**src/pkg/pmbus_status_defs.vh**
```
// command codes, field positions and reset values of the status and telemetry registers
//
// Operation
// RULE1 - output-current byte: bit7 overcurrent, 6 overcurrent low voltage, 5 warning, 4 undercurrent
// RULE2 - output-current byte is read-only, kept per page, resets to zero
// RULE3 - input byte: bit7 ov fault, 6 ov warning, 5 uv warning, 4 uv fault
// RULE4 - input byte is one global read-only byte shared by pages, resets zero
// RULE5 - temperature byte: bit7 ot fault, 6 ot warning, 5 ut warning, 4 ut fault
// RULE6 - temperature byte is read-only, kept per page, resets to zero
// RULE7 - comm byte bit7 flags invalid command code; global, read-only, resets zero
// RULE8 - comm byte bit6 flags a command carrying invalid or unsupported data
// RULE9 - comm byte bit5 flags a packet error in a received command
// RULE10 - comm byte bit1 flags writes to read-only commands or other faults
// RULE11 - vendor byte bit3 flags loss of external clock synchronisation
// RULE12 - vendor byte bit1 monitor undervoltage fault, bit0 monitor overvoltage fault
// RULE13 - vendor byte bit5 when monitor voltage below 1.1 times undervoltage limit
// RULE14 - vendor byte bit4 when monitor voltage above 0.9 times overvoltage limit
// RULE15 - vendor byte is global, read-only, resets zero, bits 7, 6, 2 unused
// RULE16 - input-voltage reading is a global read-only two-byte value
// RULE17 - reading uses signed exponent in bits 15:11, signed mantissa in 10:0
// RULE18 - summary word bit1 set while any comm byte flag is set
// RULE19 - summary word bit12 set while any vendor byte flag is set
// RULE20 - flags stay latched until the host clears faults
// RULE21 - host reads by command code, selecting the page first for paged ones
`ifndef PMBUS_STATUS_DEFS_VH
`define PMBUS_STATUS_DEFS_VH

// command codes
`define CMD_OUTPUT_CURRENT_FLAGS 8'h7b
`define CMD_INPUT_FLAGS 8'h7c
`define CMD_TEMPERATURE_FLAGS 8'h7d
`define CMD_COMM_FLAGS 8'h7e
`define CMD_VENDOR_FLAGS 8'h80
`define CMD_INPUT_VOLTAGE_READING 8'h88

// reset values
`define FLAGS_RESET 8'h00
`define READING_RESET 16'h0000

// shared layout of the four-flag bytes (current, input, temperature)
`define FLAG4_LSB 4
`define FLAG4_MSB 7

// comm byte fields
`define COMM_BAD_CMD_BIT 7
`define COMM_BAD_DATA_BIT 6
`define COMM_PEC_BIT 5
`define COMM_OTHER_BIT 1

// vendor byte fields
`define VENDOR_MON_UV_WARN_BIT 5
`define VENDOR_MON_OV_WARN_BIT 4
`define VENDOR_SYNC_LOST_BIT 3
`define VENDOR_MON_UV_FAULT_BIT 1
`define VENDOR_MON_OV_FAULT_BIT 0

// warning thresholds as ratios in tenths: 11/10 and 9/10
`define MON_UV_WARN_NUM 4'hb
`define MON_OV_WARN_NUM 4'h9
`define MON_RATIO_DEN 4'ha

// linear-11 fields
`define LIN_EXP_MSB 15
`define LIN_EXP_LSB 11
`define LIN_MANT_MSB 10

`endif

```
**src/verilog/sticky_flags.v**
```verilog
// latched flag group: hardware sets, a clear pulse resets, set beats clear
`timescale 1ns/1ps
module sticky_flags #(
   parameter W = 4
) (
   input wire ref_clk,
   input wire reset_n,
   input wire [W-1:0] set,
   input wire clear,
   output reg [W-1:0] flags
);

   // a set arriving with the clear survives so no event is lost
   always @(posedge ref_clk or negedge reset_n) begin
      if (!reset_n) begin
         flags <= {W{1'b0}};
      end else if (clear) begin
         flags <= set; // RULE20
      end else begin
         flags <= flags | set; // RULE20
      end
   end

endmodule

```
**src/verilog/linear11_encoder.v**
```verilog
// unsigned raw reading to linear-11 word, mantissa shifted right only until it fits ten bits
`timescale 1ns/1ps
module linear11_encoder #(
   parameter RAW_W = 16,
   parameter [4:0] BASE_EXP = 5'h18
) (
   input wire [RAW_W-1:0] raw,
   output reg [15:0] word
);

   reg [RAW_W-1:0] mag;
   reg [4:0] shifts;
   integer i;

   // shift right until the value fits a positive mantissa; low bits are truncated
   always @* begin
      mag = raw;
      shifts = 5'h00;
      for (i = 0; i < RAW_W; i = i + 1) begin
         if (mag > 1023) begin
            mag = mag >> 1;
            shifts = shifts + 5'h01;
         end
      end
      word = {BASE_EXP + shifts, 1'b0, mag[9:0]}; // RULE17
   end

endmodule

```
**src/verilog/pmbus_status_regs.v**
```verilog
// read-only status bytes and input-voltage reading answered by command code
`timescale 1ns/1ps
`include "pmbus_status_defs.vh"
module pmbus_status_regs #(
   parameter NUM_PAGES = 2,
   parameter PAGE_W = 1,
   parameter MON_W = 12,
   parameter VIN_W = 16,
   parameter [4:0] VIN_BASE_EXP = 5'h18
) (
   input wire ref_clk,
   input wire reset_n,
   input wire [PAGE_W-1:0] page_sel,
   input wire rd_req,
   input wire [7:0] rd_cmd,
   input wire wr_req,
   input wire [7:0] wr_cmd,
   input wire err_bad_cmd,
   input wire err_bad_data,
   input wire err_pec,
   input wire err_other,
   input wire clear_faults,
   input wire [NUM_PAGES*4-1:0] iout_cond,
   input wire [NUM_PAGES*4-1:0] temp_cond,
   input wire [3:0] input_cond,
   input wire ext_sync_lost,
   input wire mon_valid,
   input wire [MON_W-1:0] monitor_input_voltage,
   input wire [MON_W-1:0] monitor_undervoltage_fault_limit,
   input wire [MON_W-1:0] monitor_overvoltage_fault_limit,
   input wire vin_valid,
   input wire [VIN_W-1:0] vin_raw,
   output reg rd_valid,
   output reg [15:0] rd_data,
   output reg rd_word,
   output reg rd_miss,
   output reg comm_logic_memory_fault,
   output reg vendor_specific_summary
);

   // ----------------------------------------------------------------
   // paged flag bytes
   // ----------------------------------------------------------------

   wire [NUM_PAGES*4-1:0] iout_flags;
   wire [NUM_PAGES*4-1:0] temp_flags;

   // one latch group per page for current and temperature, so each
   // output keeps its own history independent of the page selected
   genvar g;
   generate
      for (g = 0; g < NUM_PAGES; g = g + 1) begin : page
         sticky_flags #(
            .W(4)
         ) iout_latch (
            .ref_clk(ref_clk),
            .reset_n(reset_n),
            .set(iout_cond[g*4 +: 4]), // RULE1
            .clear(clear_faults),
            .flags(iout_flags[g*4 +: 4]) // RULE2
         );
         sticky_flags #(
            .W(4)
         ) temp_latch (
            .ref_clk(ref_clk),
            .reset_n(reset_n),
            .set(temp_cond[g*4 +: 4]), // RULE5
            .clear(clear_faults),
            .flags(temp_flags[g*4 +: 4]) // RULE6
         );
      end
   endgenerate

   // ----------------------------------------------------------------
   // global input flag byte
   // ----------------------------------------------------------------

   wire [3:0] input_flags;

   // input_cond order is {ov fault, ov warning, uv warning, uv fault}
   sticky_flags #(
      .W(4)
   ) input_latch (
      .ref_clk(ref_clk),
      .reset_n(reset_n),
      .set(input_cond), // RULE3
      .clear(clear_faults),
      .flags(input_flags) // RULE4
   );

   // ----------------------------------------------------------------
   // communication, logic and memory flag byte
   // ----------------------------------------------------------------

   reg wr_to_readonly;
   wire [7:0] comm_set;
   wire [7:0] comm_flags;

   // every command this block owns is read-only, so any write to one is refused;
   // writes to other codes belong to the protocol engine and are left alone here
   always @* begin
      wr_to_readonly = 1'b0;
      if (wr_req) begin
         if (wr_cmd == `CMD_OUTPUT_CURRENT_FLAGS) begin
            wr_to_readonly = 1'b1;
         end else if (wr_cmd == `CMD_INPUT_FLAGS) begin
            wr_to_readonly = 1'b1;
         end else if (wr_cmd == `CMD_TEMPERATURE_FLAGS) begin
            wr_to_readonly = 1'b1;
         end else if (wr_cmd == `CMD_COMM_FLAGS) begin
            wr_to_readonly = 1'b1;
         end else if (wr_cmd == `CMD_VENDOR_FLAGS) begin
            wr_to_readonly = 1'b1;
         end else if (wr_cmd == `CMD_INPUT_VOLTAGE_READING) begin
            wr_to_readonly = 1'b1;
         end
      end
   end

   // unused bits 4:2 and 0 are never set
   assign comm_set[`COMM_BAD_CMD_BIT] = err_bad_cmd; // RULE7
   assign comm_set[`COMM_BAD_DATA_BIT] = err_bad_data; // RULE8
   assign comm_set[`COMM_PEC_BIT] = err_pec; // RULE9
   assign comm_set[4:2] = 3'h0;
   assign comm_set[`COMM_OTHER_BIT] = wr_to_readonly | err_other; // RULE10
   assign comm_set[0] = 1'b0;

   sticky_flags #(
      .W(8)
   ) comm_latch (
      .ref_clk(ref_clk),
      .reset_n(reset_n),
      .set(comm_set),
      .clear(clear_faults),
      .flags(comm_flags) // RULE7
   );

   // ----------------------------------------------------------------
   // monitor-input comparisons
   // ----------------------------------------------------------------

   // compare in tenths (10*v against 11*limit or 9*limit) so the derived
   // warning thresholds are exact without a divider
   wire [MON_W+3:0] mon_x10;
   wire [MON_W+3:0] uv_x10;
   wire [MON_W+3:0] ov_x10;
   wire [MON_W+3:0] uv_warn_x10;
   wire [MON_W+3:0] ov_warn_x10;

   assign mon_x10 = {4'h0, monitor_input_voltage} * `MON_RATIO_DEN;
   assign uv_x10 = {4'h0, monitor_undervoltage_fault_limit} * `MON_RATIO_DEN;
   assign ov_x10 = {4'h0, monitor_overvoltage_fault_limit} * `MON_RATIO_DEN;
   assign uv_warn_x10 = {4'h0, monitor_undervoltage_fault_limit} * `MON_UV_WARN_NUM;
   assign ov_warn_x10 = {4'h0, monitor_overvoltage_fault_limit} * `MON_OV_WARN_NUM;

   wire mon_uv_fault;
   wire mon_ov_fault;
   wire mon_uv_warn;
   wire mon_ov_warn;

   // comparisons count only on a fresh monitor sample
   assign mon_uv_fault = mon_valid & (mon_x10 < uv_x10); // RULE12
   assign mon_ov_fault = mon_valid & (mon_x10 > ov_x10); // RULE12
   assign mon_uv_warn = mon_valid & (mon_x10 < uv_warn_x10); // RULE13
   assign mon_ov_warn = mon_valid & (mon_x10 > ov_warn_x10); // RULE14

   // ----------------------------------------------------------------
   // vendor-specific flag byte
   // ----------------------------------------------------------------

   wire [7:0] vendor_set;
   wire [7:0] vendor_flags;

   // bits 7, 6 and 2 stay zero
   assign vendor_set[7:6] = 2'h0; // RULE15
   assign vendor_set[`VENDOR_MON_UV_WARN_BIT] = mon_uv_warn; // RULE13
   assign vendor_set[`VENDOR_MON_OV_WARN_BIT] = mon_ov_warn; // RULE14
   assign vendor_set[`VENDOR_SYNC_LOST_BIT] = ext_sync_lost; // RULE11
   assign vendor_set[2] = 1'b0; // RULE15
   assign vendor_set[`VENDOR_MON_UV_FAULT_BIT] = mon_uv_fault; // RULE12
   assign vendor_set[`VENDOR_MON_OV_FAULT_BIT] = mon_ov_fault; // RULE12

   sticky_flags #(
      .W(8)
   ) vendor_latch (
      .ref_clk(ref_clk),
      .reset_n(reset_n),
      .set(vendor_set),
      .clear(clear_faults),
      .flags(vendor_flags) // RULE15
   );

   // ----------------------------------------------------------------
   // input-voltage reading
   // ----------------------------------------------------------------

   wire [15:0] vin_encoded;
   reg [15:0] vin_reading;

   linear11_encoder #(
      .RAW_W(VIN_W),
      .BASE_EXP(VIN_BASE_EXP)
   ) vin_encoder (
      .raw(vin_raw),
      .word(vin_encoded) // RULE17
   );

   // the reading holds the last sample; a host read never sees a half update
   always @(posedge ref_clk or negedge reset_n) begin
      if (!reset_n) begin
         vin_reading <= `READING_RESET;
      end else if (vin_valid) begin
         vin_reading <= vin_encoded; // RULE16
      end
   end

   // ----------------------------------------------------------------
   // page selection of the paged bytes
   // ----------------------------------------------------------------

   reg [3:0] iout_sel;
   reg [3:0] temp_sel;
   integer p;

   // a page beyond the last output reads as zero; page_sel only matters
   // in the cycle of the request, so a page change between reads is harmless
   always @* begin
      iout_sel = 4'h0;
      temp_sel = 4'h0;
      for (p = 0; p < NUM_PAGES; p = p + 1) begin
         if (page_sel == p[PAGE_W-1:0]) begin
            iout_sel = iout_flags[p*4 +: 4]; // RULE2
            temp_sel = temp_flags[p*4 +: 4]; // RULE6
         end
      end
   end

   // ----------------------------------------------------------------
   // read decode
   // ----------------------------------------------------------------

   reg [15:0] next_rd_data;
   reg next_rd_word;
   reg next_rd_miss;

   // byte registers sit in the low byte; the upper byte reads zero
   always @* begin
      next_rd_data = 16'h0000;
      next_rd_word = 1'b0;
      next_rd_miss = 1'b0;
      if (rd_cmd == `CMD_OUTPUT_CURRENT_FLAGS) begin
         next_rd_data = {8'h00, iout_sel, 4'h0}; // RULE1
      end else if (rd_cmd == `CMD_INPUT_FLAGS) begin
         next_rd_data = {8'h00, input_flags, 4'h0}; // RULE3
      end else if (rd_cmd == `CMD_TEMPERATURE_FLAGS) begin
         next_rd_data = {8'h00, temp_sel, 4'h0}; // RULE5
      end else if (rd_cmd == `CMD_COMM_FLAGS) begin
         next_rd_data = {8'h00, comm_flags}; // RULE7
      end else if (rd_cmd == `CMD_VENDOR_FLAGS) begin
         next_rd_data = {8'h00, vendor_flags}; // RULE15
      end else if (rd_cmd == `CMD_INPUT_VOLTAGE_READING) begin
         next_rd_data = vin_reading; // RULE16
         next_rd_word = 1'b1; // RULE16
      end else begin
         next_rd_miss = 1'b1;
      end
   end

   // answer one cycle after the request; data hold until the next read
   always @(posedge ref_clk or negedge reset_n) begin
      if (!reset_n) begin
         rd_valid <= 1'b0;
         rd_data <= 16'h0000;
         rd_word <= 1'b0;
         rd_miss <= 1'b0;
      end else begin
         rd_valid <= rd_req;
         if (rd_req) begin
            rd_data <= next_rd_data;
            rd_word <= next_rd_word;
            rd_miss <= next_rd_miss;
         end
      end
   end

   // ----------------------------------------------------------------
   // summary word bits
   // ----------------------------------------------------------------

   // registered copies lag the flag bytes by one cycle
   always @(posedge ref_clk or negedge reset_n) begin
      if (!reset_n) begin
         comm_logic_memory_fault <= 1'b0;
         vendor_specific_summary <= 1'b0;
      end else begin
         comm_logic_memory_fault <= |comm_flags; // RULE18
         vendor_specific_summary <= |vendor_flags; // RULE19
      end
   end

endmodule

```
**config.mk**
```make
export PLATFORM = sky130hd
export DESIGN_NAME = pmbus_status_regs
export DESIGN_NICKNAME = d
export VERILOG_FILES = /design/src/verilog/sticky_flags.v /design/src/verilog/linear11_encoder.v /design/src/verilog/pmbus_status_regs.v
export VERILOG_INCLUDE_DIRS = /design/src /design/src/pkg
export SDC_FILE = /design/constraint.sdc
export NUM_CORES = 1
export LEC_CHECK = 0
export ABC_AREA = 1
export BUFFER_PORTS_ARGS = -buffer_cell sky130_fd_sc_hd__buf_2
export CORE_UTILIZATION = 54
export DETAILED_ROUTE_END_ITERATION = 10
export GPL_TIMING_DRIVEN = 0
export PLACE_DENSITY = 0.76
export SLEW_MARGIN = 10
export SYNTH_ARGS = -nofsm -noshare
export SYNTH_HDL_FRONTEND = slang
export SYNTH_SLANG_ARGS = --single-unit
```
**constraint.sdc**
```tcl
create_clock -name ref_clk -period 1 [get_ports ref_clk]
set_input_delay 0.05 -clock ref_clk [delete_from_list [all_inputs] [get_ports ref_clk]]
set_output_delay 0.05 -clock ref_clk [all_outputs]
set_load 0.02 [all_outputs]
```
# Word level (Yosys, flattened, before mapping)
# Index checks and enable logic that the tools add are counted.
[op_classes] muxes=66 multipliers=5 addsub=16 n_eq_ne=12 bitwise=12 n_lt_le_gt_ge=20 reduce_logical=2
[ops] operator="$mux W16" count=21
[ops] operator="$gt A16 B10 Y1 const B" count=16
[ops] operator="$add A5 B1 Y5 const B" count=15
[ops] operator="$mux W5" count=15
[ops] operator="$eq A8 B7 Y1 const B" count=8
[ops] operator="$mul A12 B3 Y15 const B" count=3
[ops] operator="$eq A8 B8 Y1 const B" count=4
[ops] operator="$gt A16 B16 Y1" count=2
[ops] operator="$lt A16 B16 Y1" count=2
[ops] operator="$mul A12 B4 Y16 const B" count=2
[ops] operator="$mux W4" count=7
[ops] operator="$mux W1" count=20
[ops] operator="$or A4 B4 Y4" count=5
[ops] operator="$mux W8" count=2
[ops] operator="$reduce_or A8 Y1" count=2
[ops] operator="$mux W10" count=1
[ops] operator="$or A8 B6 Y8" count=1
[ops] operator="$or A8 B8 Y8" count=1
[ops] operator="$add A5 B5 Y5 const A" count=1
[ops] operator="$and A1 B1 Y1" count=4
[ops] operator="$or A1 B1 Y1" count=1
[totals] reg_bits=72 in_bits=101 elab_cells=147 out_inout_bits=21

# Depth between registers and ports, before layout
# Gate-level depths: netlist of run 1.
[logic_depth] word_depth=33 depth_mapped=21 mapped_depth_nobuf=20

# Hierarchy
# A second synthesis of run 1 with hierarchy kept.
[hier_totals] cells_unflattened=1352 area_unflattened_um2=9207.6
[modules_own_cells] module="pmbus_status_regs" cells_each=988 n_inst=1 area_each_um2=6839.1 seq_area_each_um2=925.9
[modules_own_cells] module="linear11_encoder" cells_each=213 n_inst=1 area_each_um2=1036.0 seq_area_each_um2=0.0
[modules_own_cells] module="sticky_flags (input_latch ...)" cells_each=17 n_inst=5 area_each_um2=148.9 seq_area_each_um2=100.1
[modules_own_cells] module="sticky_flags (comm_latch ...)" cells_each=33 n_inst=2 area_each_um2=294.0 seq_area_each_um2=200.2

# Worst setup path before layout of run 1
# Ideal clock, no wire load.
[synth_timing] kind="input-to-reg" from="in vin_raw[11]" to="reg vin_reading[15]" setup_time_ns=0.117 cell_stages=21 n_path_buf=1 arrival_ns=3.016 t_required_ns=0.883 setup_slack_ns=-2.133 cell_sequence="nor2_2 > nand3_2 > buf_2 > inv_1 > ha_1 > or2_0 > nand2_2 > inv_1 > ha_1 > nand2_1 > nand2_1 > ha_1 > or2_2 > and2_1 > ha_1 > nand2_1 > nor2_1 > nand4_1 > nand2_1 > nand2_1 > nand2_1"
[synth_between] elab_chain_cells=33 elab_cells_between_ends=63 cone_classes="add/sub (16); order compare (16); mux (31)"
[synth_rtl] item="start, declared" line_no="pmbus_status_regs.v:32" source="input wire [VIN_W-1:0] vin_raw,"
[synth_rtl] item="$gt A16 B10 Y1" line_no="linear11_encoder.v:20" source="if (mag > 1023) begin"
[synth_rtl] item="$mux W16 / $mux W1 (equally long branches)" line_no="linear11_encoder.v:20"
[synth_rtl] item="$gt A16 B10 Y1 / $add A5 B1 Y5 (equally long branches)" line_no="linear11_encoder.v:20, linear11_encoder.v:22"
[synth_rtl] item="$mux W16 / $mux W5 (equally long branches)" line_no="linear11_encoder.v:20"
[synth_rtl] item="$gt A16 B10 Y1 / $add A5 B1 Y5 (equally long branches)" line_no="linear11_encoder.v:20, linear11_encoder.v:22"
[synth_rtl] item="$mux W16 / $mux W5 (equally long branches)" line_no="linear11_encoder.v:20"
[synth_rtl] item="$gt A16 B10 Y1 / $add A5 B1 Y5 (equally long branches)" line_no="linear11_encoder.v:20, linear11_encoder.v:22"
[synth_rtl] item="$mux W16 / $mux W5 (equally long branches)" line_no="linear11_encoder.v:20"
[synth_rtl] item="(+17 left out)"
[synth_rtl] item="$mux W16 / $mux W5 (equally long branches)" line_no="linear11_encoder.v:20"
[synth_rtl] item="$gt A16 B10 Y1 / $add A5 B1 Y5 (equally long branches)" line_no="linear11_encoder.v:20, linear11_encoder.v:22"
[synth_rtl] item="$mux W16 / $mux W5 (equally long branches)" line_no="linear11_encoder.v:20"
[synth_rtl] item="$gt A16 B10 Y1 / $add A5 B1 Y5 (equally long branches)" line_no="linear11_encoder.v:20, linear11_encoder.v:22"
[synth_rtl] item="$mux W16 / $mux W5 (equally long branches)" line_no="linear11_encoder.v:20"
[synth_rtl] item="$gt A16 B10 Y1 / $add A5 B1 Y5 (equally long branches)" line_no="linear11_encoder.v:20, linear11_encoder.v:22"
[synth_rtl] item="$mux W5 *" line_no="linear11_encoder.v:20"
[synth_rtl] item="$add A5 B5 Y5 *" line_no="linear11_encoder.v:25" source="word = {BASE_EXP + shifts, 1'b0, mag[9:0]};"
[synth_rtl] item="end signal, assigned" line_no="pmbus_status_regs.v:211" source="vin_reading <= `READING_RESET;"
[synth_rtl] item="end signal, assigned" line_no="pmbus_status_regs.v:213" source="vin_reading <= vin_encoded;"
[synth_rtl] item="end, declared" line_no="pmbus_status_regs.v:198" source="reg [15:0] vin_reading;"
# Every way passes the cells marked *; elsewhere a longest branch is shown, timed or not.
# A chain may end at the register's enable or synchronous reset.

# Worst setup path after layout of run 1
[layout_timing] from="in monitor_undervoltage_fault_limit[2]" to="reg vendor_latch.flags[5]"
[layout_between] elab_chain_cells=5
[layout_rtl] item="start, declared" line_no="pmbus_status_regs.v:29" source="input wire [MON_W-1:0] monitor_undervoltage_fault_limit,"
[layout_rtl] item="$mul A12 B4 Y16 (no line) *"
[layout_rtl] item="$lt A16 B16 Y1 *" line_no="pmbus_status_regs.v:164" source="assign mon_uv_warn = mon_valid & (mon_x10 < uv_warn_x10);"
[layout_rtl] item="$and A1 B1 Y1 *" line_no="pmbus_status_regs.v:164"
[layout_rtl] item="$or A8 B6 Y8" line_no="sticky_flags.v:20" source="flags <= flags | set;"
[layout_rtl] item="$mux W8 *" line_no="sticky_flags.v:17" source="end else if (clear) begin"
[layout_rtl] item="end signal, assigned" line_no="sticky_flags.v:16" source="flags <= {W{1'b0}};"
[layout_rtl] item="end signal, assigned" line_no="sticky_flags.v:18" source="flags <= set;"
[layout_rtl] item="end signal, assigned" line_no="sticky_flags.v:20"
[layout_rtl] item="end, declared" line_no="sticky_flags.v:10" source="output reg [W-1:0] flags"
# Marked as above.

==> flow_summary.json, run 1 <==
{
  "fmax_mhz": 353,
  "synth_top_area_cell": "ha_1",
  "synth_fa_ha_area_frac": 0.276,
  "hold_class": "input pin to register",
  "gp_congestion": 0.870,
  "post-route-period-util": 2.84,
  "crit_required_ns": 1.20,
  "groute.usage.overall": 0.296,
  "syn_area_per_cell_sq_um": 7.29,
  "dieArea_sq_um": 15500,
  "root_buffer": "clkbuf_16",
  "p_sw_w": 0.00573,
  "nets": 1610,
  "synthCells": 1112,
  "path_clk_slew_ns": 0.05,
  "cts_tree": "done",
  "cp_max_fo": 4,
  "intPower_w": 0.00864,
  "ys.flop_type": "dfrtp_1",
  "utilization": 0.802,
  "maxCapViolCount": 0,
  "synth_edf_count": 0,
  "die_w_um": 124,
  "grt_pass1_wl_mm": 38.3,
  "finClkSkew_ns": 0.00591,
  "worst_path_most_repeated_cell": "ha_4",
  "ys_warn_count": 0,
  "worstPathArrival_ns": 3.03,
  "grt_pass1_vias": 8343,
  "io_buffers": 119,
  "final_common_cell": "nand2_1",
  "p_sw_frac": 0.399,
  "synthSimpleGateAreaFrac": 0.229,
  "p_clk_frac": 0.233,
  "ir_drop_uv": 805,
  "drc": 0,
  "start_kind": "input pin",
  "layout-drive-gt1-share": 0.336,
  "syn_area_sq_um": 8100,
  "crit_type": "input pin to register",
  "synth_top_family_by_area": "adder cells",
  "maxSlewViolCount": 0,
  "syn_to_final_growth_pct": 44.4,
  "path_cells": "buf_2 -> ha_4 -> inv_2 -> fa_1 -> inv_1 -> ha_4 -> inv_1 -> nor3_4 -> nand2_2 -> buf_6 -> buf_4 -> buf_4 -> nand3_2 -> nand2_2 -> ha_4 -> a21oi_1 -> o31ai_1 -> a21oi_1 -> nand3_1 -> o21ai_1",
  "ys_ff_latch": 64,
  "finalPower_w": 0.0144,
  "layoutNonFillerInstCount": 1529,
  "power_frac_comb": 0.562,
  "viasPerCell": 5.62,
  "start_util": 0.555,
  "slowest_delay_ns": 0.51,
  "die_h_um": 124,
  "core_region_area_sq_um": 14600,
  "antenna_found_initial": 1,
  "synth_xor_area_frac": 0.0541,
  "wl_mm": 24.4,
  "end_kind": "register",
  "vias": 8600,
  "synth_compound_area_frac": 0.145,
  "final.setup.worst_slack_ns": -1.84,
  "synthTopCellsByArea": "ha_1 24%, dfrtp_1 20%, nand2_1 10%",
  "setup_viol": 21,
  "dp_hpwl_mm": 16.2,
  "ant_nets": 0,
  "synthArstFlopShare": 1.00,
  "drt-pass1-iter-count": 8,
  "violations": "negative setup slack",
  "powerDensity_nw_per_um2": 1230,
  "ctsHtreeMaxLevel": 3,
  "synth.distinct_cells": 45,
  "dp_slack_ns": -2.36,
  "hold_violations": 0,
  "syn-num-nets": 1383,
  "ios": 122,
  "crit_slowest_cell": "fa_1",
  "status": "finished, violations left",
  "layout_common_cells": "186 x nand2_1, 158 x inv_1, 104 x buf_2",
  "wire_per_inst_um": 16.0,
  "p_leak_nw": 5.89,
  "rsz0062_at_grt": "yes",
  "synth_top_area_frac": 0.241,
  "overflow": 0,
  "rows": 44,
  "cts_buffers": 9,
  "grt_max_degree": 65,
  "period_minus_slack_ns": 2.84,
  "insertion_delay_ns": 0.33,
  "seqPwrFrac": 0.205,
  "worst_pin_slew_ns": 0.627,
  "cts_max_path_buffers": 2,
  "drt_iter0_drc": 437,
  "cts.sink_count": 64,
  "synthMuxAreaShare": 0,
  "slew_headroom": 0.581,
  "place_inst": 1415,
  "yosysSeqAreaShare": 0.198
}
==> synth_stat cells (2+ instances only) <==
library cell and instances:
nand2_1 215, inv_1 184, ha_1 156, nand3_1 108, a21oi_1 81, dfrtp_1 64, o21ai_0 59, nor2_1 41
xor2_1 31, o21bai_1 27, nand4_1 26, fa_1 14, xnor2_1 14, nor3_1 13, clkbuf_1 9, buf_2 8
o211ai_1 8, a31oi_1 5, a211oi_1 4, o21ai_1 4, a21o_1 3, nand3b_1 3, o2111ai_1 3, o21a_1 3
a21boi_0 2, buf_4 2, clkinv_1 2, nand2_2 2, nor2_4 2, nor4b_1 2, o31ai_1 2, or2_2 2
==> metrics by stage <==
step                      hold WS (ns)  instance area [sq um]  setup TNS [ns]
after floorplan                 -0.246                   8760          -15.47
after global placement           0.180                   9590          -49.51
after detailed placement         0.177                   9590          -29.28
after CTS                      0.00968                  11100          -14.09
after global routing            0.0173                  11700          -18.81
final                           0.0116                  11700          -17.22
==> final cells by class <==
| type | instances | area, sq um |
|---|---|---|
| flip-flops and latches | 64 | 1600 |
| inverters | 186 | 713 |
| diodes | 1 | 2.50 |
| fillers | 926 | 2890 |
| repair buffers | 216 | 1570 |
| clock inverters | 6 | 82.6 |
| plain buffers | 20 | 141 |
| clock buffers | 10 | 239 |
| multi-input cells | 842 | 7120 |
| well taps | 184 | 230 |
==> worst max-delay path: cells and delay by family <==
family          cells  cell delay (ns)
fa+ha+maj           4             1.32
buf+inv             7             0.67
simple gates        5             0.51
compound gates      4             0.47
==> power groups by stage <==
| stage | Clock (W) | Sequential [W] | Combinational, W |
|---|---|---|---|
| final | 0.00335 | 0.00294 | 0.00808 |
| after global routing | 0.00348 | 0.00297 | 0.00899 |
| after CTS | 0.00338 | 0.00294 | 0.00724 |
| after detailed placement | 0 | 0.00297 | 0.00644 |
| after global placement | 0 | 0.00296 | 0.00620 |
| after floorplan | 0 | 0.00295 | 0.00487 |
==> cells by family (layout without fill, tap and decap cells) <==
kind of cell,Yosys count,count (layout)
XOR/XNOR,47,47
AND/OR/NAND/NOR,419,419
flip-flops,64,64
adder cells (fa/ha/maj),170,170
AO/OA/AOI/OAI,205,205
other,1,2
buffers and inverters,206,438
==> worst paths after layout <==
check / slack, ns / start / end / depth (start not counted)
max: -1.84 / monitor_undervoltage_fault_limit[2] / vendor_latch.flags[5] / 20
min: 0.01 / wr_cmd[2] / comm_latch.flags[1] / 4
max reg2reg: -0.10 / vin_reading[6] / rd_data[6] / 6
min reg2reg: 0.48 / rd_data[14] / rd_data[14] / 2
max in group asynchronous: 0.33 / reset_n / vin_reading[2] / 2
min in group asynchronous: 0.28 / reset_n / page[1].iout_latch.flags[2] / 2
==> state kept, by name, summed over array words and instances (netlist names) <==
register,flops
page.temp_latch.flags,8
comm_latch.flags,4
rd_miss,1
rd_data,15
input_latch.flags,4
vendor_latch.flags,5
vin_reading,15
comm_logic_memory_fault,1
rd_valid,1
page.iout_latch.flags,8
rd_word,1
vendor_specific_summary,1
==> routing by layer <==
layer | part of all wire | GRT usage | vias up
met1 | 0.43 | 0.374 | 4067
met5 | 0 | 0 | -
met3 | 0.038 | 0.0318 | 61
met2 | 0.51 | 0.530 | 271
met4 | 0.025 | 0.0815 | 0
li1 | - | - | 4201
==> what timing repair did <==
item | 4_1_cts | 5_1_grt
pin swaps | 97 | 90
setup buffers | 41 | 31
resized for setup | 147 | 90
hold endpoints to repair | 90 | 0
gates cloned | 0 | 0
setup endpoints to repair | 21 | 97
hold buffers | 28 | 0
Note: power is estimated with default switching activity, not from simulation.
==> run 2: changes to the inputs <==
--- a/config.mk
+++ b/config.mk
@@ -8,10 +8,10 @@
 export LEC_CHECK = 0
 export ABC_AREA = 1
 export BUFFER_PORTS_ARGS = -buffer_cell sky130_fd_sc_hd__buf_2
-export CORE_UTILIZATION = 54
+export CORE_UTILIZATION = 55
 export DETAILED_ROUTE_END_ITERATION = 10
 export GPL_TIMING_DRIVEN = 0
-export PLACE_DENSITY = 0.76
+export PLACE_DENSITY = 0.74
 export SLEW_MARGIN = 10
 export SYNTH_ARGS = -nofsm -noshare
 export SYNTH_HDL_FRONTEND = slang
==> constraint.sdc (replaced) <==
create_clock -name ref_clk -period 3.2 [get_ports ref_clk]
set_input_delay 0.16 -clock ref_clk [delete_from_list [all_inputs] [get_ports ref_clk]]
set_output_delay 0.16 -clock ref_clk [all_outputs]
set_load 0.02 [all_outputs]
==> run 2 against run 1 <==
The run now ends clean; sequential share of layout area rose by 3.2 points; global-route usage fell by 4.3 points; combinational power fell by 77%; flip-flop and latch count did not move; clock power fell by 69%; first-iteration DRC count fell by 20%; via count fell by 9.3%; critical path type unchanged; largest cell class unchanged; largest power group unchanged.
==> flow_summary.json, run 2 (same netlist as run 1, synthesis figures left out) <==
{
  "status": "complete, no violations",
  "worst_path_most_repeated_cell": "nand2_1",
  "grt_max_degree": 65,
  "cts.sink_count": 64,
  "start_util": 0.573,
  "worst_pin_slew_ns": 0.810,
  "maxSlewViolCount": 0,
  "worstPathArrival_ns": 3.29,
  "ctsHtreeMaxLevel": 3,
  "slowest_delay_ns": 0.50,
  "crit_type": "input pin to register",
  "crit_slowest_cell": "fa_1",
  "layout-drive-gt1-share": 0.155,
  "antenna_found_initial": 0,
  "rsz0062_at_grt": "yes",
  "dieArea_sq_um": 15200,
  "seqPwrFrac": 0.239,
  "ir_drop_uv": 298,
  "start_kind": "input pin",
  "ios": 122,
  "final.setup.worst_slack_ns": 0.151,
  "hold_ws_ns": 0.0275,
  "core_region_area_sq_um": 14100,
  "period_minus_slack_ns": 3.05,
  "io_buffers": 119,
  "powerDensity_nw_per_um2": 403,
  "crit_required_ns": 3.44,
  "drt-pass1-iter-count": 5,
  "groute.usage.overall": 0.253,
  "hold_violations": 0,
  "die_h_um": 123,
  "reg2reg_depth": 6,
  "tns_ns": 0,
  "path_clk_slew_ns": 0.05,
  "slew_headroom": 0.460,
  "crit_buf_inv": 4,
  "insertion_delay_ns": 0.32,
  "hold_class": "input pin to register",
  "ant_nets": 0,
  "final_common_cell": "nand2_1",
  "layout_common_cells": "213 x nand2_1, 182 x inv_1, 150 x ha_1",
  "p_clk_frac": 0.270,
  "layoutNonFillerInstCount": 1442,
  "die_w_um": 123,
  "grt_pass1_vias": 7030,
  "vias": 7796,
  "dp_slack_ns": -0.691,
  "overflow": 0,
  "wire_per_inst_um": 13.3,
  "crit_family": "adder cells",
  "rows": 43,
  "post-route-period-util": 0.953,
  "min_path_cells": 2,
  "finClkSkew_ns": 0.00242,
  "syn_to_final_growth_pct": 17.4,
  "drt_iter0_drc": 351,
  "place_inst": 1411,
  "wl_mm": 19.1,
  "largestRegisters": "rd_data (15), vin_reading (15)",
  "end_kind": "register",
  "cp_max_fo": 4,
  "root_buffer": "clkbuf_16",
  "power_frac_comb": 0.491,
  "cts_max_path_buffers": 2,
  "dp_hpwl_mm": 15.3,
  "fmax_mhz": 328,
  "p_leak_nw": 5.28,
  "path_cells": "buf_2 -> ha_1 -> inv_1 -> fa_1 -> inv_1 -> ha_1 -> nand2_1 -> inv_1 -> a21boi_2 -> nand2_1 -> nand2_1 -> nand2_1 -> a21oi_1 -> xor2_1 -> ha_1 -> a21oi_1 -> o31ai_2 -> a21oi_1 -> nand3_1 -> o21ai_0",
  "critical_path_depth": 20,
  "viasPerCell": 5.41,
  "maxCapViolCount": 0,
  "p_sw_frac": 0.389,
  "drc": 0,
  "gp_congestion": 0.871,
  "intPower_w": 0.00234,
  "diodes": 0,
  "p_sw_w": 0.00149,
  "cts_tree": "done",
  "setup_viol": 0,
  "cts_buffers": 9,
  "grt_pass1_wl_mm": 31.3,
  "nets": 1528
}
-- run 2: stage by stage --
step                      power (W)  utilization  cell area, sq um
after floorplan             0.00228            -              8110
after global placement      0.00268        0.631              8930
after detailed placement    0.00273        0.631              8930
after CTS                   0.00379        0.659              9330
after global routing        0.00421        0.672              9510
final                       0.00383        0.672              9510
-- run 2: final cells by class --
class | instances | area, sq um
inverter | 186 | 698
timing repair buffer | 135 | 723
clock inverter | 6 | 82.6
buffer | 19 | 93.8
fill | 1294 | 4640
multi-input combinational | 842 | 5840
sequential | 64 | 1600
tap | 180 | 225
clock buffer | 10 | 239
-- run 2: power by group through the flow --
stage	combinational [W]	sequential, W	clock (W)
2_1_floorplan	0.00135	0.000923	0
3_3_place_gp	0.00175	0.000925	0
3_5_place_dp	0.00180	0.000927	0
4_1_cts	0.00182	0.000915	0.00105
5_1_grt	0.00219	0.000923	0.00109
6_report	0.00188	0.000915	0.00103
-- run 2: final timing paths --
kind	slack [ns]	end	from
max reg2reg	2.04	rd_data[6]	page[0].temp_latch.flags[2]
max	0.15	vendor_latch.flags[5]	monitor_undervoltage_fault_limit[7]
min	0.03	page[0].iout_latch.flags[2]	iout_cond[2]
max in group asynchronous	2.18	vin_reading[2]	reset_n
min reg2reg	0.47	rd_data[13]	rd_data[13]
min in group asynchronous	0.48	page[0].iout_latch.flags[0]	reset_n
-- run 2: layer usage --
layer,vias to the layer above,global-route usage,wire length [um]
li1,4040,-,-
met1,3573,0.354,9390
met2,164,0.426,8790
met3,19,0.0272,740
met4,0,0.0407,212
met5,-,0,0
-- run 2: repair_timing --
| item | 4_1_cts | 5_1_grt |
|---|---|---|
| hold buffers | 2 | 0 |
| endpoints found under the setup margin | 4 | 7 |
| gates resized for setup | 10 | 26 |
| endpoints found under the hold margin | 65 | 0 |
| pin swaps | 5 | 10 |
| buffers inserted | 3 | 11 |
